`config.mk`:
```
export PLATFORM = sky130hd
export DESIGN_NAME = fano_decoder_core
export DESIGN_NICKNAME = d
export VERILOG_FILES = /design/src/fano_pkg.sv /design/src/conv_encoder.sv /design/src/fano_decoder_core.sv
export SDC_FILE = /design/constraint.sdc
export NUM_CORES = 1
export LEC_CHECK = 0
export BUFFER_PORTS_ARGS = -buffer_cell sky130_fd_sc_hd__buf_2
export CORE_MARGIN = 2
export CORE_UTILIZATION = 50
export DETAILED_ROUTE_END_ITERATION = 6
export PLACE_DENSITY = 0.68
export SLEW_MARGIN = 5
export SYNTH_ARGS = -nofsm -noshare
export SYNTH_HDL_FRONTEND = slang
export SYNTH_SLANG_ARGS = --single-unit
```
`constraint.sdc`:
```
create_clock -name CLK_IN -period 9 [get_ports CLK_IN]
set_input_delay 1.8 -clock CLK_IN [delete_from_list [all_inputs] [get_ports CLK_IN]]
set_output_delay 1.8 -clock CLK_IN [all_outputs]
set_load 0.03 [all_outputs]
```
`src/fano_pkg.sv`:
```
// constants, types and shared encoder functions for the sequential decoder
// assumes a single 25 MHz machine clock
package fano_pkg;
  localparam int ENC_STAGES = 60;
  localparam int LIST_LEN = 7;
  localparam int ADDR_W = 12;
  localparam int ACC_W = 16;
  localparam int CLK_PERIOD_NS = 40;
  localparam int SYMBOL_TIME_NS = 200000;
  localparam int SYMBOL_CYCLES = SYMBOL_TIME_NS / CLK_PERIOD_NS;
  localparam int PHASE_CYCLES = 2;
  localparam logic [1:0] PH_LAST = 2'(PHASE_CYCLES - 1);
  localparam logic [2:0] POS_OFF_LIST = 3'h7;
  localparam logic [59:0] PAR_MASK_A = 60'hA5C_3E96_F12D_7B4C;
  localparam logic [59:0] PAR_MASK_B = 60'h6D2_B58E_39C4_A71E;
  localparam logic [59:0] PAR_MASK_C = 60'hC39_74A6_5EB1_1D6B;
  localparam logic [7:0] REG_CTRL = 8'h00;
  localparam logic [7:0] REG_STEP = 8'h04;
  localparam logic [7:0] REG_NODE = 8'h08;
  localparam logic [7:0] REG_ACC = 8'h0C;
  localparam logic [7:0] REG_METRIC = 8'h20;
  localparam logic [7:0] METRIC_MASK = 8'hE0;
  localparam int CTRL_RUN_BIT = 0;
  localparam logic [7:0] STEP_RESET = 8'h10;

  typedef enum logic [4:0] {
    ST_IDLE = 5'b00001,
    ST_B0 = 5'b00010,
    ST_B1 = 5'b00100,
    ST_B2 = 5'b01000,
    ST_B3 = 5'b10000
  } ctl_state_t;

  typedef struct packed {
    logic [1:0] msg;
    logic [2:0] pos;
    logic [1:0] rank;
    logic [27:0] list;
  } mem_word_t;

  function automatic logic [59:0] shift_fwd(input logic [59:0] m, input logic [1:0] b,
                                            input logic two);
    return two ? {m[57:0], b} : {m[58:0], b[1]};
  endfunction

  function automatic logic [3:0] symbol_of(input logic [59:0] m, input logic two);
    logic p1;
    logic p2;
    logic p3;
    p1 = ^(m & PAR_MASK_A);
    p2 = ^(m & PAR_MASK_B);
    p3 = ^(m & PAR_MASK_C);
    return two ? {m[1], m[0], p1, p2} : {m[0], p1, p2, p3};
  endfunction
endpackage

```
`src/conv_encoder.sv`:
```
// transmit convolutional encoder: one 4-bit symbol per branch period
// assumes message bits are held valid at the source whenever take pulses
`timescale 1ns/100ps
`default_nettype none
module conv_encoder
  import fano_pkg::*;
#(
  parameter int SYM_CYCLES = SYMBOL_CYCLES
)
(
  input wire logic clk_in,
  input wire logic arst_n_in,
  input wire logic two_in,
  input wire logic [1:0] msg_in,
  output logic take_out,
  output logic [3:0] sym_out,
  output logic sym_valid_out
);
  typedef struct packed {
    logic [59:0] shreg;
    logic [12:0] cnt;
    logic [3:0] sym;
    logic valid;
  } enc_t;

  enc_t enc_reg;
  enc_t enc_next;
  logic tick;
  logic [59:0] shifted;

  assign tick = enc_reg.cnt == 13'(SYM_CYCLES - 1);
  assign shifted = shift_fwd(enc_reg.shreg, msg_in, two_in);

  always_comb
  begin
    enc_next = enc_reg;
    enc_next.valid = 1'b0;
    enc_next.cnt = tick ? 13'h0000 : enc_reg.cnt + 13'h0001;
    if (tick)
    begin
      enc_next.shreg = shifted;
      enc_next.sym = symbol_of(shifted, two_in);
      enc_next.valid = 1'b1;
    end
  end

  always_ff @(posedge clk_in or negedge arst_n_in)
  begin
    if (!arst_n_in)
      enc_reg <= '0;
    else
      enc_reg <= enc_next;
  end

  assign take_out = tick;
  assign sym_out = enc_reg.sym;
  assign sym_valid_out = enc_reg.valid;

  a_symbol_bits: assert property (@(posedge clk_in) disable iff (!arst_n_in)
    sym_valid_out |-> sym_out == symbol_of(enc_reg.shreg, two_in))
    else $error("encoder symbol does not match register");
  a_branch_period: assert property (@(posedge clk_in) disable iff (!arst_n_in)
    sym_valid_out |-> enc_reg.cnt == 13'h0000)
    else $error("symbol emitted off the branch period");
endmodule
`default_nettype wire

```
`src/fano_decoder_core.sv`:
```
// sequential tree decoder core with its transmit encoder and register port
// assumes the core memory answers read data by the end of state b1
// Notes on behaviour
// - encoder is sixty stages with three parity sums of about thirty taps
// - symbol is four bits: one message plus three parity, or two plus two
// - encoder emits one branch symbol every 200 us
// - five selector inputs, two message and three parity, picked by rate
// - one branch per memory cycle; list is fetched mid cycle
// - metric formed in write interval; compare ends just after it
// - success steps address up one, failure down one, new cycle follows
// - write interval paths end with a new cycle; all but the alternate-branch path also change the address
// - at most one threshold raise per forward step
// - tightening check runs after the increment, on the node just reached
// - word is 28 list, 2 rank, 3 position, 2 message bits
// - branch rank needs two bits, at most four branches per node
// - word n holds list n, rank and position n-1, old message bits
// - list restored every cycle; path fields restored or rewritten
// - replica register matches the encoder and holds recent decisions
// - arithmetic adds the chosen metric to the sum and tests it
// - candidates use list message bits and replica parity
// - first matching position indexes metric table, else random off-list
// - non-negative sum is success, negative is failure
// - four equal states per computation cycle, started with memory
//
// The implementer's own choices: strobed register access and the register offsets.
`timescale 1ns/100ps
`default_nettype none
module fano_decoder_core
  import fano_pkg::*;
#(
  parameter int SYM_CYCLES = SYMBOL_CYCLES
)
(
  input wire logic CLK_IN,
  input wire logic ARST_N_IN,
  input wire logic RATE_TWO_IN,
  input wire logic [7:0] ADDR_IN,
  input wire logic [31:0] WDATA_IN,
  input wire logic WR_IN,
  input wire logic RD_IN,
  output logic [31:0] RDATA_OUT,
  output logic [ADDR_W-1:0] MEM_ADDR_OUT,
  output logic MEM_START_OUT,
  output logic MEM_WRITE_OUT,
  output var mem_word_t MEM_WDATA_OUT,
  input wire mem_word_t MEM_RDATA_IN,
  input wire logic [1:0] ENC_MSG_IN,
  output logic ENC_TAKE_OUT,
  output logic [3:0] ENC_SYM_OUT,
  output logic ENC_SYM_VALID_OUT
);
  typedef struct packed {
    ctl_state_t st;
    logic [1:0] ph;
    logic [ADDR_W-1:0] n;
    logic signed [ACC_W-1:0] acc;
    logic [7:0] threshold_step;
    logic run;
    logic [7:0][7:0] tbl;
    mem_word_t word;
    logic [2:0] pos;
    logic [1:0] rank;
    logic [59:0] m;
    logic [1:0] m_out;
    logic [1:0] drop;
    logic [7:0] lambda;
    logic [2:0] jsel;
    logic [1:0] br;
    logic fwd;
    logic alt;
    logic prev_ok;
    logic tighten;
    mem_word_t wdata;
    logic [31:0] rdata;
    logic [7:0] lfsr;
  } core_t;

  core_t core_reg;
  core_t core_next;

  function automatic logic signed [ACC_W-1:0] sext(input logic [7:0] v);
    return {{(ACC_W - 8){v[7]}}, v};
  endfunction

  // smallest list position at or after start whose entry equals a generated branch
  function automatic logic [3:0] find_pos(input logic [27:0] y, input logic [59:0] m,
                                          input logic two, input logic [2:0] start);
    logic [3:0] hit;
    logic [3:0] b;
    hit = {1'b0, POS_OFF_LIST};
    for (int k = LIST_LEN - 1; k >= 0; k--)
    begin
      b = y[k*4 +: 4];
      if (3'(k) >= start && symbol_of(shift_fwd(m, b[3:2], two), two) == b)
        hit = {1'b1, 3'(k)};
    end
    return hit;
  endfunction

  logic ph_end;
  logic two;
  logic [1:0] last_rank;
  logic [2:0] start;
  logic [3:0] found;
  logic [2:0] pick;
  logic [1:0] pick_br;
  logic signed [ACC_W-1:0] sum;
  logic signed [ACC_W-1:0] diff;
  logic ok;
  logic [59:0] m_right;
  logic [1:0] m_drop;
  logic [31:0] rd_val;

  assign two = RATE_TWO_IN;
  assign ph_end = core_reg.ph == PH_LAST;
  assign last_rank = two ? 2'h3 : 2'h1;
  assign start = !core_reg.alt ? 3'h0 :
                 core_reg.pos == POS_OFF_LIST ? POS_OFF_LIST : core_reg.pos + 3'h1;
  assign found = find_pos(core_reg.word.list, core_reg.m, two, start);
  assign pick = found[2:0];
  assign pick_br = found[3] ? core_reg.word.list[{found[2:0], 2'b10} +: 2] : core_reg.lfsr[1:0];
  assign sum = core_reg.acc + sext(core_reg.lambda);
  assign diff = core_reg.acc - sext(core_reg.tbl[core_reg.pos]);
  assign ok = !sum[ACC_W-1];
  assign m_right = two ? {2'b00, core_reg.m[59:2]} : {1'b0, core_reg.m[59:1]};
  assign m_drop = two ? core_reg.m[1:0] : {core_reg.m[0], 1'b0};

  always_comb
  begin
    case (ADDR_IN)
      REG_CTRL: rd_val = {31'h0000_0000, core_reg.run};
      REG_STEP: rd_val = {24'h00_0000, core_reg.threshold_step};
      REG_NODE: rd_val = {20'h0_0000, core_reg.n};
      REG_ACC: rd_val = 32'(core_reg.acc);
      default:
      begin
        if ((ADDR_IN & METRIC_MASK) == REG_METRIC && ADDR_IN[1:0] == 2'b00)
          rd_val = {24'h00_0000, core_reg.tbl[ADDR_IN[4:2]]};
        else
          rd_val = 32'h0000_0000;
      end
    endcase
  end

  always_comb
  begin
    core_next = core_reg;
    core_next.lfsr = {core_reg.lfsr[6:0],
                      core_reg.lfsr[7] ^ core_reg.lfsr[5] ^ core_reg.lfsr[4] ^ core_reg.lfsr[3]};
    core_next.rdata = RD_IN ? rd_val : 32'h0000_0000;
    if (WR_IN)
    begin
      if (ADDR_IN == REG_CTRL)
        core_next.run = WDATA_IN[CTRL_RUN_BIT];
      else if (ADDR_IN == REG_STEP)
        core_next.threshold_step = WDATA_IN[7:0];
      else if ((ADDR_IN & METRIC_MASK) == REG_METRIC && ADDR_IN[1:0] == 2'b00)
        core_next.tbl[ADDR_IN[4:2]] = WDATA_IN[7:0];
    end
    core_next.ph = (core_reg.st == ST_IDLE || ph_end) ? 2'h0 : core_reg.ph + 2'h1;
    case (core_reg.st)
      ST_IDLE:
      begin
        if (core_reg.run)
          core_next.st = ST_B0;
      end
      ST_B0:
      begin
        if (ph_end)
        begin
          core_next.st = ST_B1;
          // single raise: metric bound keeps one subtraction enough
          if (core_reg.tighten && core_reg.acc >= sext(core_reg.threshold_step))
            core_next.acc = core_reg.acc - sext(core_reg.threshold_step);
          core_next.tighten = 1'b0;
        end
      end
      ST_B1:
      begin
        if (ph_end)
        begin
          core_next.st = ST_B2;
          core_next.word = MEM_RDATA_IN;
          if (!core_reg.fwd)
            core_next.m[59:58] = MEM_RDATA_IN.msg;
        end
      end
      ST_B2:
      begin
        if (ph_end)
        begin
          core_next.st = ST_B3;
          core_next.jsel = pick;
          core_next.br = pick_br;
          core_next.lambda = core_reg.tbl[pick];
          core_next.wdata.list = core_reg.word.list;
          if (core_reg.prev_ok)
          begin
            core_next.wdata.msg = core_reg.m_out;
            core_next.wdata.pos = core_reg.pos;
            core_next.wdata.rank = core_reg.rank;
          end
          else
          begin
            core_next.wdata.msg = core_reg.word.msg;
            core_next.wdata.pos = core_reg.word.pos;
            core_next.wdata.rank = core_reg.word.rank;
          end
        end
      end
      ST_B3:
      begin
        if (ph_end)
        begin
          core_next.st = core_reg.run ? ST_B0 : ST_IDLE;
          core_next.alt = 1'b0;
          if (core_reg.fwd && ok)
          begin
            core_next.acc = sum;
            core_next.pos = core_reg.jsel;
            core_next.rank = core_reg.alt ? core_reg.rank + 2'h1 : 2'h0;
            core_next.m_out = two ? core_reg.m[59:58] : {core_reg.m[59], 1'b0};
            core_next.m = shift_fwd(core_reg.m, core_reg.br, two);
            core_next.n = core_reg.n + 12'h001;
            core_next.tighten = 1'b1;
            core_next.prev_ok = 1'b1;
          end
          else if (core_reg.fwd)
          begin
            core_next.drop = m_drop;
            core_next.m = m_right;
            core_next.n = core_reg.n - 12'h001;
            core_next.fwd = 1'b0;
            core_next.prev_ok = 1'b0;
          end
          else if (diff[ACC_W-1])
          begin
            // threshold lowered: the sum holds L-T, so adding the step lowers T
            core_next.acc = core_reg.acc + sext(core_reg.threshold_step);
            core_next.rank = 2'h0;
            core_next.m = shift_fwd(core_reg.m, core_reg.drop, two);
            core_next.n = core_reg.n + 12'h001;
            core_next.fwd = 1'b1;
            core_next.prev_ok = 1'b1;
          end
          else if (core_reg.rank == last_rank)
          begin
            core_next.acc = diff;
            core_next.pos = core_reg.word.pos;
            core_next.rank = core_reg.word.rank;
            core_next.drop = m_drop;
            core_next.m = m_right;
            core_next.n = core_reg.n - 12'h001;
            core_next.prev_ok = 1'b0;
          end
          else
          begin
            // alternate branch at this node: no address move
            core_next.acc = diff;
            core_next.fwd = 1'b1;
            core_next.alt = 1'b1;
            core_next.prev_ok = 1'b0;
          end
        end
      end
      default:
        core_next.st = ST_IDLE;
    endcase
  end

  always_ff @(posedge CLK_IN or negedge ARST_N_IN)
  begin
    if (!ARST_N_IN)
    begin
      core_reg <= '0;
      core_reg.st <= ST_IDLE;
      core_reg.threshold_step <= STEP_RESET;
      core_reg.fwd <= 1'b1;
      core_reg.lfsr <= 8'h01;
    end
    else
      core_reg <= core_next;
  end

  assign RDATA_OUT = core_reg.rdata;
  assign MEM_ADDR_OUT = core_reg.n;
  assign MEM_START_OUT = core_reg.st == ST_B0 && core_reg.ph == 2'h0;
  assign MEM_WRITE_OUT = core_reg.st == ST_B3 && core_reg.ph == 2'h0;
  assign MEM_WDATA_OUT = core_reg.wdata;

  conv_encoder #(
    .SYM_CYCLES(SYM_CYCLES)
  ) u_encoder (
    .clk_in(CLK_IN),
    .arst_n_in(ARST_N_IN),
    .two_in(RATE_TWO_IN),
    .msg_in(ENC_MSG_IN),
    .take_out(ENC_TAKE_OUT),
    .sym_out(ENC_SYM_OUT),
    .sym_valid_out(ENC_SYM_VALID_OUT)
  );

  a_step_up: assert property (@(posedge CLK_IN) disable iff (!ARST_N_IN)
    core_reg.st == ST_B3 && ph_end && core_reg.fwd && ok
      |=> MEM_ADDR_OUT == $past(MEM_ADDR_OUT) + 12'h001)
    else $error("success did not advance address");
  a_step_down: assert property (@(posedge CLK_IN) disable iff (!ARST_N_IN)
    core_reg.st == ST_B3 && ph_end && core_reg.fwd && !ok
      |=> MEM_ADDR_OUT == $past(MEM_ADDR_OUT) - 12'h001)
    else $error("failure did not retreat address");
  a_state_length: assert property (@(posedge CLK_IN) disable iff (!ARST_N_IN)
    $rose(core_reg.st == ST_B1) |-> (core_reg.st == ST_B1)[*2] ##1 core_reg.st == ST_B2)
    else $error("control state length wrong");
  a_cycle_span: assert property (@(posedge CLK_IN) disable iff (!ARST_N_IN)
    MEM_START_OUT |-> ##6 MEM_WRITE_OUT ##2 (MEM_START_OUT || core_reg.st == ST_IDLE))
    else $error("memory cycle spacing wrong");
  a_list_restore: assert property (@(posedge CLK_IN) disable iff (!ARST_N_IN)
    MEM_WRITE_OUT |-> MEM_WDATA_OUT.list == $past(MEM_RDATA_IN.list, 3))
    else $error("list section not restored");
  a_path_restore: assert property (@(posedge CLK_IN) disable iff (!ARST_N_IN)
    MEM_WRITE_OUT && !core_reg.prev_ok
      |-> MEM_WDATA_OUT[34:28] == core_reg.word[34:28])
    else $error("path section not restored on failure cycle");
  a_single_raise: assert property (@(posedge CLK_IN) disable iff (!ARST_N_IN)
    core_reg.tighten && core_reg.st == ST_B0 && ph_end |=> !core_reg.tighten)
    else $error("threshold raise pending too long");
  a_fail_keeps: assert property (@(posedge CLK_IN) disable iff (!ARST_N_IN)
    core_reg.st == ST_B3 && ph_end && core_reg.fwd && sum < 0
      |=> core_reg.acc == $past(core_reg.acc) && core_reg.pos == $past(core_reg.pos))
    else $error("failure changed metric registers");
  a_replica_shift: assert property (@(posedge CLK_IN) disable iff (!ARST_N_IN)
    core_reg.st == ST_B3 && ph_end && core_reg.fwd && ok && two
      |=> core_reg.m == {$past(core_reg.m[57:0]), $past(core_reg.br)})
    else $error("replica register not advanced by two");
endmodule
`default_nettype wire

```
# Yosys cells after proc, flatten, opt, wreduce, memory -nomap -nowiden
# Cells that the tools add are included.
dict set report classes {
  addsub 10
  mul 0
  div_mod_pow 0
  n_lt_le_gt_ge 12
  eq_ne 33
  shift 1
  muxes 93
  bitwise_logic 6
  n_reduce_logical 64
}
# cell count
set ops {}
lappend ops {{$reduce_xor 60->1} 24}
lappend ops {{$mux 60} 11}
lappend ops {{$mux 65} 2}
lappend ops {{$pmux 32 s4} 1}
lappend ops {{$bmux 8 s3} 3}
lappend ops {{$bwmux 64} 1}
lappend ops {{$mux 16} 4}
lappend ops {{$mux 64} 1}
lappend ops {{$mux 62} 1}
lappend ops {{$mux 4} 15}
lappend ops {{$mux 59} 1}
lappend ops {{$mux 28} 2}
lappend ops {{$mux 8} 5}
lappend ops {{$add 16x8->16} 2}
lappend ops {{$mux 32} 1}
lappend ops {{$pmux 16 s2} 1}
lappend ops {{$sub 16x8->16} 2}
lappend ops {{$mux 5} 6}
lappend ops {{$eq 4x4->1} 7}
lappend ops {{$mux 2} 14}
lappend ops {{$shiftx 28x6->2} 1}
lappend ops {{$pmux 5 s5} 1}
lappend ops {{$reduce_and 5->1} 5}
lappend ops {{$demux 8 s3} 1}
lappend ops {{other kinds (47)} 107}
dict set report totals {
  regBits 381
  latchBits 0
  mem_bits_rw 0
  rom_bits 0
  inputBits 82
  out_inout_bits 87
  wordCells 260
  n_memories 0
}

# Longest topological paths before layout
# Gate-level depths: netlist of the first run.
dict set report logic_depth {
  depth_word 14
  mapped_depth 22
}

# Hierarchy
# A second synthesis of the first run with hierarchy kept.
dict set report hier_totals {
  hier_cells 2359
  hier_area_um2 24278.3
}
# mod instances cells_per_inst area_per_inst_um2
set modules_own_cells {}
lappend modules_own_cells {fano_decoder_core 1 1914 19819.0}
lappend modules_own_cells {conv_encoder 1 445 4459.3}

# Least setup slack after synthesis of the first run
# OpenSTA, ideal clock, no wires.
dict set report synth_timing {
  kind {input to register}
  start {in RATE_TWO_IN}
  end {reg core_reg[91] (netlist name)}
  arrival_ps 5238
  path_slack_ps 3641
  stages 17
  n_path_buf 4
  path_cell_list {inv_2 > buf_4 > mux2i_1 > xnor2_1 > xnor3_1 > xnor3_1 > buf_6 > xnor2_2 > xnor2_1 > a221oi_1 > a21boi_1 > o31ai_4 > buf_12 > buf_8 > mux2i_1 > a22oi_1 > a22o_1}
}
dict set report synth_between {
  elab_chain_cells 14
  elab_cells_between_ends 58
}
# element line
set synth_lines {}
lappend synth_lines {{start: declaration} fano_decoder_core.sv:36} ;# input wire logic RATE_TWO_IN,
lappend synth_lines {{$mux 60} fano_pkg.sv:43} ;# return two ? {m[57:0], b} : {m[58:0], b[1]};
lappend synth_lines {{$reduce_xor 60->1 (on tied branches)} {fano_pkg.sv:52, fano_pkg.sv:50, fano_pkg.sv:51}}
lappend synth_lines {{$mux 4} fano_pkg.sv:53} ;# return two ? {m[1], m[0], p1, p2} : {m[0], p1, p2, p3};
lappend synth_lines {{$eq 4x4->1} fano_decoder_core.sv:94} ;# if (3'(k) >= start && symbol_of(shift_fwd(m, b[3:2], two), two) == b)
lappend synth_lines {{$logic_and 1x1->1} fano_decoder_core.sv:94}
lappend synth_lines {{$mux 4 (6 in series)} fano_decoder_core.sv:94}
lappend synth_lines {{$mux 4 *} fano_decoder_core.sv:94}
lappend synth_lines {{$bmux 8 s3 *} fano_decoder_core.sv:195} ;# core_next.lambda = core_reg.tbl[pick];
lappend synth_lines {{$mux 8 (not written as such) *} fano_decoder_core.sv:195}
lappend synth_lines {{end signal: assignment} fano_decoder_core.sv:282} ;# core_reg <= core_next;
lappend synth_lines {{end: declaration} fano_decoder_core.sv:78} ;# core_t core_reg;
# Every way passes the cells marked *; elsewhere a longest branch is shown, timed or not. The select of a mux whose other input is x is not followed.
# A chain may end at the register's enable or synchronous reset.

# Worst setup path after layout of the first run
dict set report layout_timing {
  start {in RATE_TWO_IN}
  end {reg core_reg[90] (netlist name)}
}
# The elaborated chain is that of the path after synthesis.

==> run_results.csv, run 1 <==
group,metric,value,unit
timing,fin_crit,6.60,ns
clocking,clk_pin_slew,0.05,ns
global_route,grt.total_usage,0.242,
clocking,clkLatencyLatePin,0.57,ns
timing,hold_viol,0,
yosys,yosysWarnings,0,
hold_path,holdPathEnd,"core_reg[7]",
clocking,cts.repair.resized,0,
yosys,synth_area,24500,um^2
timing,setup_violations,0,
finish,fillCellCount,4207,
worst_setup_path,crit_arrival,7.06,ns
worst_setup_path,cp-end-kind,"flop",
global_route,grt_pass1_wl,97600,um
global_route,antenna_found_initial,7,
worst_setup_path,required,9.46,ns
finish,final_cell_mix,"430 x nand2_1, 361 x dfrtp_1, 163 x mux2i_1",
hold_path,whs_path_depth,0,
yosys,synth_seq_cells,365,
worst_setup_path,rrSetupSlack,2.95,ns
yosys,postSynthAreaPerCell,10.1,um^2
timing,relSlewSlack,0.221,
power,p_per_area,151,nW/um^2
finish,stdcell_count,3067,
place,dp_hpwl,41600,um
clocking,cts_max_path_buffers,3,
die,dieHeight,225,um
hold_path,min_path_type,"reg -> reg",
die,rows,81,
clocking,clock-sinks,365,
finish,drive_gt1_frac,0.195,
die,coreArea,48600,um^2
timing,period_share,0.734,
routing,vias_per_cell,5.84,
yosys,async_flop_share,1.00,
worst_setup_path,crit_fanout,39,
run,maxCapViolations,0,
routing,drtAntennaViolNets,0,
place,io_buffer_count,144,
timing,rsz0062_at_grt,"no",
yosys,synth-edff-count,0,
routing,drc,0,
place,gp_congestion,0.913,
clocking,holdBufCountCts,0,
global_route,grt_max_degree,126,
routing,avgRoutedWirePerCell,19.7,um
yosys,seq_area_frac_synth,0.373,
worst_setup_path,reg2reg_to,"core_reg[97]",
die,initial_core_util,0.503,
timing,fin_skew,0.0130,ns
timing,fin_setup_tns,0,ns
die,io_pins,169,
routing,wirelength,60400,um
worst_setup_path,reg2reg_from,"core_reg[159]",
power,leakage,0.0124,uW
yosys,synth_cell_type_count,85,
clocking,cts-htree-levels,2,
finish,largest_reg_flops,218,
worst_setup_path,cp-start-kind,"input pin",
finish,nNetsFinal,2562,
clocking,numCtsBuffers,42,
power,ir_drop,116,uV
place,dp_cells,2987,
clocking,cts_tree,"done",
yosys,synth_top_flop_cell,"dfrtp_1",
worst_setup_path,rr_worst_depth,18,
finish,final_common_cell,"nand2_1",
die,die_w,225,um
routing,drtIter0Drc,1454,
die,die-area,50700,um^2
timing,max_clock_freq,151,MHz
global_route,overflow,0,
clocking,post-cts-setup-buffers,0,
timing,slew_violations,0,
global_route,grt_pass1_vias,17700,
finish,synthToLayoutAreaGrowth,8.07,%
timing,tightest_slew,1.14,ns
outcome,status,"completed",
yosys,synthCells,2416,
clocking,cts_root_buffer,"clkbuf_16",
routing,num_vias,17900,
routing,firstDrtPassIters,5,
hold_path,min_from,"core_next[7]",
worst_setup_path,critical_path_class,"in -> reg",
yosys,syn_nets,2569,
## Yosys cell counts, drive strengths merged, types with 13 or more instances
master  instances  area, um^2
clkbuf         96         363
nand3          24         120
nand4          14        87.6
nor3           20         105
xnor2         161        1450
mux2          119        1340
xnor3          16         360
inv            63         236
a21oi          86         438
ha             67         838
o211ai         13        97.6
a21o           21         158
nor2           88         330
xor2           86         753
buf           122         850
mux2i         163        1630
a31oi          14         103
nor2b          18         120
nand2b         13        83.8
dfrtp         361        9030
o21ai         152         761
mux4           90        2030
nand2         430        1610
## cell families after synthesis
family | synth area share
adder cells (fa/ha/maj) | 0.0379
AO/OA/AOI/OAI | 0.104
XOR/XNOR | 0.105
buffers and inverters | 0.0593
multiplexers | 0.204
flip-flops | 0.373
AND/OR/NAND/NOR | 0.116
## where the power goes
part	internal (uW)	switching [uW]	leakage, uW
sequential	1670	36.7	0.00455
clock	1110	708	0.000705
combinational	201	272	0.00718
total	2980	1020	0.0124
## final cells by class
class                           count  area [um^2]  area share
Clock inverter                     16          241     0.00913
Timing Repair Buffer              167          910      0.0344
Tap cell                          622          778      0.0294
Sequential cell                   365         9140       0.345
Antenna cell                        4         10.0    0.000378
Multi-Input combinational cell   1769        13900       0.526
Clock buffer                       60         1210      0.0457
Inverter                           64          243     0.00918
## worst max path at each step
stage | depth (start not counted) | start | slack (ns) | endpoint
after global routing | 15 | RATE_TWO_IN | 2.05 | core_reg[91]
after floorplan | 17 | RATE_TWO_IN | 3.64 | core_reg[91]
after detailed placement | 16 | RATE_TWO_IN | 1.84 | core_reg[90]
final | 14 | RATE_TWO_IN | 2.40 | core_reg[90]
after global placement | 16 | RATE_TWO_IN | 1.88 | core_reg[91]
after CTS | 16 | RATE_TWO_IN | 2.41 | core_reg[90]
## metrics by stage
| step | total power [uW] | instance area (um^2) | worst slack, ns | hold slack, ns | utilization |
|---|---|---|---|---|---|
| 2_1_floorplan | 2060 | 24500 | 3.64 | 0.331 | - |
| 3_3_place_gp | 2200 | 25000 | 1.88 | 0.334 | 0.514 |
| 3_5_place_dp | 2210 | 25000 | 1.84 | 0.346 | 0.514 |
| 4_1_cts | 4030 | 26400 | 2.41 | 0.356 | 0.544 |
| 5_1_grt | 4140 | 26500 | 2.05 | 0.360 | 0.544 |
| 6_report | 4000 | 26500 | 2.40 | 0.351 | 0.544 |
## layer usage
metal / share of wire / track usage / vias up / wire, um
met3: 0.070 / 0.0482 / 124 / 4230
met5: 0.00071 / 0 / - / 43
met2: 0.45 / 0.373 / 573 / 27200
li1: - / - / 8394 / -
met1: 0.45 / 0.339 / 8807 / 27000
met4: 0.031 / 0.0887 / 6 / 1870
## critical path, cell delays in order
cell and delay, ns:
buf_6 0.30, buf_4 0.57, mux2i_1 0.35, xnor3_1 0.54, xnor3_1 0.81, xnor2_2 0.20
xor2_1 0.16, nand3_1 0.10, a21oi_2 0.45, o21bai_1 0.18, a21oi_2 0.41, nor2b_1 0.75
a22oi_1 0.17, a22o_1 0.22
Note: power is estimated with default switching activity, not from simulation.
==> run 2, diff against run 1 <==
--- a/config.mk
+++ b/config.mk
@@ -5,11 +5,12 @@
 export SDC_FILE = /design/constraint.sdc
 export NUM_CORES = 1
 export LEC_CHECK = 0
+export ABC_AREA = 1
 export BUFFER_PORTS_ARGS = -buffer_cell sky130_fd_sc_hd__buf_2
 export CORE_MARGIN = 2
 export CORE_UTILIZATION = 50
 export DETAILED_ROUTE_END_ITERATION = 6
-export PLACE_DENSITY = 0.68
+export PLACE_DENSITY = 0.7
 export SLEW_MARGIN = 5
 export SYNTH_ARGS = -nofsm -noshare
 export SYNTH_HDL_FRONTEND = slang
==> constraint.sdc (replaced) <==
create_clock -name CLK_IN -period 5.7 [get_ports CLK_IN]
set_input_delay 1.14 -clock CLK_IN [delete_from_list [all_inputs] [get_ports CLK_IN]]
set_output_delay 1.14 -clock CLK_IN [all_outputs]
set_load 0.03 [all_outputs]
==> run_results.csv, run 2 <==
group,metric,value,unit
worst_setup_path,cp-start-kind,"flop",
timing,fin_skew,0.0146,ns
worst_setup_path,critical_path_class,"reg -> reg",
finish,final_cell_mix,"859 x nand2_1, 412 x o21ai_0, 365 x inv_1",
die,coreArea,50200,um^2
worst_setup_path,required,6.16,ns
clocking,clock-sinks,365,
worst_setup_path,cpPeakStageDelay,0.47,ns
finish,largest_reg_flops,218,
yosys,synth_cell_type_count,62,
yosys,synth_area,25500,um^2
routing,drtIter0Drc,1904,
place,gp_congestion,0.930,
finish,final_util,0.548,
finish,nNetsFinal,3626,
power,ir_drop,327,uV
yosys,yosysTopAreaCell,"dfrtp_1",
global_route,grt_pass1_wl,110000,um
die,initial_core_util,0.507,
clocking,clk_pin_slew,0.06,ns
finish,fillCellCount,4845,
routing,wirelength,67300,um
finish,drive_gt1_frac,0.0931,
worst_setup_path,critPathTopFamily,"simple AND/OR/NAND/NOR gates",
finish,multi_input_area,13600,um^2
timing,fin_crit,5.20,ns
timing,slew_violations,0,
yosys,synthCells,3471,
routing,vias_per_cell,5.47,
routing,firstDrtPassIters,7,
place,dp_hpwl,47700,um
yosys,ys_top_cells_by_area,"dfrtp_1 35%, nand2_1 13%, o21ai_0 8.1%, inv_1 5.4%, xor2_1 4.1%",
clocking,cts.repair.resized,0,
run,maxCapViolations,0,
clocking,numCtsBuffers,42,
power,p_per_area,362,nW/um^2
global_route,antenna_found_initial,0,
timing,tightest_slew,1.02,ns
worst_setup_path,rrSetupSlack,0.50,ns
place,io_buffer_count,144,
timing,period_share,0.913,
finish,register_area,9140,um^2
hold_path,min_path_type,"reg -> reg",
worst_setup_path,crit_slowest_cell,"ha_1",
worst_setup_path,path_common_cell,"inv_1",
global_route,grt.total_usage,0.255,
routing,drc,1,
clocking,cts_root_buffer,"clkbuf_16",
yosys,synth-edff-count,0,
finish,synthToLayoutAreaGrowth,8.10,%
finish,stdcell_count,4176,
worst_setup_path,cp_cell_sequence,"inv_1, buf_4, o21ai_0, nand3_1, nand2_1, ha_1, inv_1, nor4_1, inv_1, o211ai_1, a31oi_1, or2_2, nand2_1, inv_1, nor2_1, inv_1, nand2_2, clkinv_1, buf_4, o21ai_0, a21oi_1, xor2_1",
worst_setup_path,cp-end-kind,"flop",
global_route,overflow,0,
yosys,synth_common_cells,"861 x nand2_1, 412 x o21ai_0, 366 x inv_1, 361 x dfrtp_1, 176 x a21oi_1",
power,leakage,0.0139,uW
yosys,synth_top_flop_cell,"dfrtp_1",
timing,setup_violations,0,
timing,fin_setup_tns,0,ns
outcome,violations,"design-rule violations",
yosys,yosysMostFrequentCell,"nand2_1",
global_route,grt_pass1_vias,21600,
yosys,postSynthAreaPerCell,7.33,um^2
yosys,syn_nets,3624,
die,die_w,230,um
yosys,synth_top_area_frac,0.355,
clocking,clkLatencyLatePin,0.58,ns
routing,drtAntennaViolNets,0,
yosys,async_flop_share,1.00,
worst_setup_path,crit_arrival,5.66,ns
clocking,cts-htree-levels,2,
yosys,yosysWarnings,0,
global_route,grt_max_degree,125,
die,rows,82,
worst_setup_path,cp_num_buf_inv,8,
die,die-area,52700,um^2
clocking,holdBufCountCts,0,
finish,final_common_cell,"nand2_1",
outcome,status,"finished with violations",
clocking,cts_tree,"done",
yosys,synth_seq_cells,365,
clocking,post-cts-setup-buffers,0,
timing,hold_viol,0,
die,dieHeight,230,um
yosys,seq_area_frac_synth,0.359,
place,dp_cells,4101,
clocking,cts_max_path_buffers,3,
worst_setup_path,crit_fanout,60,
timing,relSlewSlack,0.320,
routing,num_vias,22800,
routing,avgRoutedWirePerCell,16.1,um
timing,rsz0062_at_grt,"no",
die,io_pins,169,
timing,max_clock_freq,192,MHz
[run 2: cell count changes after synthesis, moves of 51 or more]
cell,change
nand2_1,+431
inv_1,+305
o21ai_0,+262
nand3_1,+149
mux2_2,-116
mux2i_1,-110
a21oi_1,+92
mux4_2,-88
nor2_1,+79
xnor2_1,-74
o21ai_1,+51
[run 2: path summary, 6_finish.rpt]
| path | startpoint | to | cells after the start |
|---|---|---|---|
| worst max-delay path | core_reg[158] | MEM_ADDR_OUT[3] | 22 |
| worst min-delay path | core_next[3] | core_next[4] | 0 |
| worst max register to register | core_reg[158] | MEM_ADDR_OUT[3] | 22 |
| worst min register to register | core_next[3] | core_next[4] | 0 |
| max in group asynchronous | ARST_N_IN | core_reg[172] | 2 |
| min in group asynchronous | ARST_N_IN | u_encoder.enc_reg[45] | 1 |
[run 2: kinds of logic after synthesis]
group | count (synthesis) | synth area share
XOR/XNOR | 203 | 0.0698
AND/OR/NAND/NOR | 1330 | 0.219
AO/OA/AOI/OAI | 840 | 0.185
buffers and inverters | 606 | 0.109
flip-flops | 365 | 0.359
adder cells (fa/ha/maj) | 71 | 0.0361
multiplexers | 56 | 0.0222
[run 2: metal layers]
metal / routed length, um / vias to the layer above / global-route usage / part of all wire
met4: 1520 / 0 / 0.0700 / 0.023
li1: - / 11400 / - / -
met1: 29700 / 10700 / 0.341 / 0.44
met2: 31900 / 657 / 0.433 / 0.47
met3: 4120 / 100 / 0.0331 / 0.061
met5: 0 / - / 0 / 0
[run 2: power by group]
| group | internal, uW | switching [uW] | leakage [uW] |
|---|---|---|---|
| clock | 1680 | 1150 | 0.000691 |
| combinational | 1370 | 3020 | 0.00881 |
| sequential | 2670 | 80.3 | 0.00435 |
| total | 5710 | 4250 | 0.0139 |
[run 2: metrics by stage]
step,hold slack (ns),total power (uW),setup WS (ns),instance area (um^2)
after floorplan,0.331,6030,1.35,25500
after global placement,0.334,7080,0.543,26100
after detailed placement,0.338,7110,0.504,26100
after CTS,0.351,9970,0.502,27500
after global routing,0.356,10600,0.139,27500
final,0.350,9960,0.496,27500
[run 2: cell type report]
cell class | instances | share of cell area
multi-input combinational | 2500 | 0.493
sequential | 365 | 0.332
inverter | 378 | 0.0517
clock buffer | 56 | 0.0427
timing repair buffer | 186 | 0.0406
tap | 672 | 0.0306
clock inverter | 18 | 0.00891
antenna | 1 | 0.0000909
[run 2: worst register-to-register path, stage by stage (launching register included)]
cell and delay, ns:
dfrtp_1 0.37, inv_1 0.30, buf_4 0.37, o21ai_0 0.15
nand3_1 0.10, nand2_1 0.30, ha_1 0.47, inv_1 0.07
nor4_1 0.44, inv_1 0.08, o211ai_1 0.21, a31oi_1 0.07
or2_2 0.29, nand2_1 0.19, inv_1 0.15, nor2_1 0.31
inv_1 0.17, nand2_2 0.14, clkinv_1 0.07, buf_4 0.33
o21ai_0 0.25, a21oi_1 0.07, xor2_1 0.17
==> run 3, diff against run 2 <==
--- a/config.mk
+++ b/config.mk
@@ -7,9 +7,9 @@
 export LEC_CHECK = 0
 export ABC_AREA = 1
 export BUFFER_PORTS_ARGS = -buffer_cell sky130_fd_sc_hd__buf_2
-export CORE_MARGIN = 2
 export CORE_UTILIZATION = 50
 export DETAILED_ROUTE_END_ITERATION = 6
+export MAX_ROUTING_LAYER = met4
 export PLACE_DENSITY = 0.7
 export SLEW_MARGIN = 5
 export SYNTH_ARGS = -nofsm -noshare
==> run_results.csv, run 3 (synthesis results as in run 2) <==
group,metric,value,unit
routing,drtAntennaViolNets,0,
clocking,cts.repair.resized,0,
worst_setup_path,crit_slowest_cell,"ha_1",
clocking,post-cts-setup-buffers,0,
global_route,antenna_found_initial,1,
finish,final_cell_mix,"859 x nand2_1, 412 x o21ai_0, 365 x inv_1",
finish,nNetsFinal,3625,
routing,wirelength,66900,um
timing,relSlewSlack,0.344,
place,io_buffer_count,144,
clocking,numCtsBuffers,42,
global_route,overflow,0,
finish,stdcell_count,4178,
worst_setup_path,crit_arrival,5.61,ns
run,maxCapViolations,0,
routing,firstDrtPassIters,7,
timing,fin_skew,0.0245,ns
die,die_w,228,um
global_route,grt_pass1_vias,21000,
timing,slew_violations,0,
place,dp_cells,4100,
timing,max_clock_freq,194,MHz
power,p_clk_frac,0.281,
die,io_pins,169,
finish,final_common_cell,"nand2_1",
routing,vias_per_cell,5.49,
timing,rsz0062_at_grt,"no",
timing,fin_setup_tns,0,ns
clocking,cts_root_buffer,"clkbuf_16",
worst_setup_path,rrSetupSlack,0.55,ns
finish,synthToLayoutAreaGrowth,7.92,%
place,gp_congestion,0.937,
hold_path,min_path_type,"reg -> reg",
timing,tightest_slew,0.984,ns
power,p_int,5660,uW
worst_setup_path,cp_cell_sequence,"inv_1, buf_4, o21ai_0, nand3_1, nand2_1, ha_1, inv_1, nor4_1, inv_1, o211ai_1, a31oi_1, or2_2, nand2_1, inv_1, nor2_1, inv_1, nand2_2, clkinv_1, buf_4, o21ai_0, a21oi_1, xor2_1",
worst_setup_path,critPathTopFamily,"simple AND/OR/NAND/NOR gates",
clocking,holdBufCountCts,0,
global_route,grt.total_usage,0.268,
clocking,clk_pin_slew,0.06,ns
routing,drc,0,
outcome,status,"completed",
clocking,clock-sinks,365,
timing,fin_crit,5.15,ns
die,initial_core_util,0.507,
worst_setup_path,critical_path_class,"reg -> reg",
worst_setup_path,cp-start-kind,"flop",
worst_setup_path,path_common_cell,"inv_1",
worst_setup_path,required,6.16,ns
clocking,clkLatencyLatePin,0.58,ns
power,ir_drop,415,uV
clocking,cts-htree-levels,2,
die,dieHeight,228,um
finish,drive_gt1_frac,0.0933,
worst_setup_path,cp-end-kind,"flop",
routing,avgRoutedWirePerCell,16.0,um
finish,largest_reg_flops,218,
power,leakage,0.0138,uW
die,rows,82,
worst_setup_path,crit_fanout,60,
timing,hold_viol,0,
power,switching_share,0.427,
finish,register_area,9140,um^2
clocking,cts_max_path_buffers,3,
worst_setup_path,cpPeakStageDelay,0.46,ns
power,p_sw,4210,uW
timing,setup_violations,0,
finish,multi_input_area,13600,um^2
timing,period_share,0.903,
die,coreArea,50200,um^2
power,p_per_area,359,nW/um^2
clocking,cts_tree,"done",
worst_setup_path,cp_num_buf_inv,8,
global_route,grt_max_degree,125,
global_route,grt_pass1_wl,108000,um
finish,fillCellCount,4800,
routing,num_vias,22900,
routing,drtIter0Drc,2341,
die,die-area,51800,um^2
power,power_frac_comb,0.441,
power,seq_power_share,0.278,
place,dp_hpwl,47300,um
[run 3: changes by cell type in the layout (fill, tap and decap cells not counted)]
cell and change:
buf_12 -1, bufinv_16 -1, clkbuf_1 +1, clkinv_2 +3, clkinv_4 +1, clkinv_8 -2, inv_6 +1
[run 3: worst paths after layout]
| path | from | to | cells past startpoint |
|---|---|---|---|
| min in group asynchronous | ARST_N_IN | core_reg[205] | 1 |
| max in group asynchronous | ARST_N_IN | u_encoder.enc_reg[14] | 2 |
| setup reg to reg | core_reg[158] | MEM_ADDR_OUT[3] | 22 |
| setup / recovery | core_reg[158] | MEM_ADDR_OUT[3] | 22 |
| hold reg to reg | core_next[7] | core_reg[7] | 0 |
| hold / removal | core_next[7] | core_reg[7] | 0 |
[run 3: power groups by stage]
stage	sequential [uW]	combinational, uW	clock [uW]
2_1_floorplan	2760	3270	0
3_3_place_gp	2790	4260	0
3_5_place_dp	2790	4280	0
4_1_cts	2740	4300	2830
5_1_grt	2750	4820	2920
6_report	2740	4350	2780
[run 3: final cells by class]
| type | count | share of cell area |
|---|---|---|
| Multi-Input combinational cell | 2500 | 0.494 |
| Sequential cell | 365 | 0.333 |
| Inverter | 378 | 0.0518 |
| Clock buffer | 57 | 0.0429 |
| Timing Repair Buffer | 185 | 0.0399 |
| Tap cell | 672 | 0.0306 |
| Clock inverter | 20 | 0.00783 |
| Antenna cell | 1 | 0.0000911 |
[run 3: stage by stage]
stage / util / hold slack [ns] / instance area, um^2 / setup WS, ns / total power, uW
after CTS: 0.548 / 0.346 / 27500 / 0.516 / 9870
after global routing: 0.548 / 0.356 / 27500 / 0.180 / 10500
after global placement: 0.520 / 0.336 / 26100 / 0.484 / 7040
final: 0.548 / 0.344 / 27500 / 0.554 / 9870
after floorplan: - / 0.331 / 25500 / 1.35 / 6030
after detailed placement: 0.520 / 0.339 / 26100 / 0.473 / 7070
[run 3: worst reg2reg max path, cell delays in order, from the launching register on]
cell and delay (ns):
dfrtp_1 0.37, inv_1 0.39, buf_4 0.32, o21ai_0 0.12
nand3_1 0.09, nand2_1 0.30, ha_1 0.46, inv_1 0.06
nor4_1 0.44, inv_1 0.08, o211ai_1 0.20, a31oi_1 0.07
or2_2 0.29, nand2_1 0.17, inv_1 0.15, nor2_1 0.32
inv_1 0.15, nand2_2 0.13, clkinv_1 0.07, buf_4 0.33
o21ai_0 0.27, a21oi_1 0.07, xor2_1 0.17
[run 3: per-layer routing]
| metal | vias up | track usage | wire [um] |
|---|---|---|---|
| met5 | - | - | 0 |
| met4 | 0 | 0.0864 | 1910 |
| met3 | 123 | 0.0338 | 4030 |
| met2 | 692 | 0.430 | 31300 |
| met1 | 10700 | 0.352 | 29600 |
| li1 | 11400 | - | - |
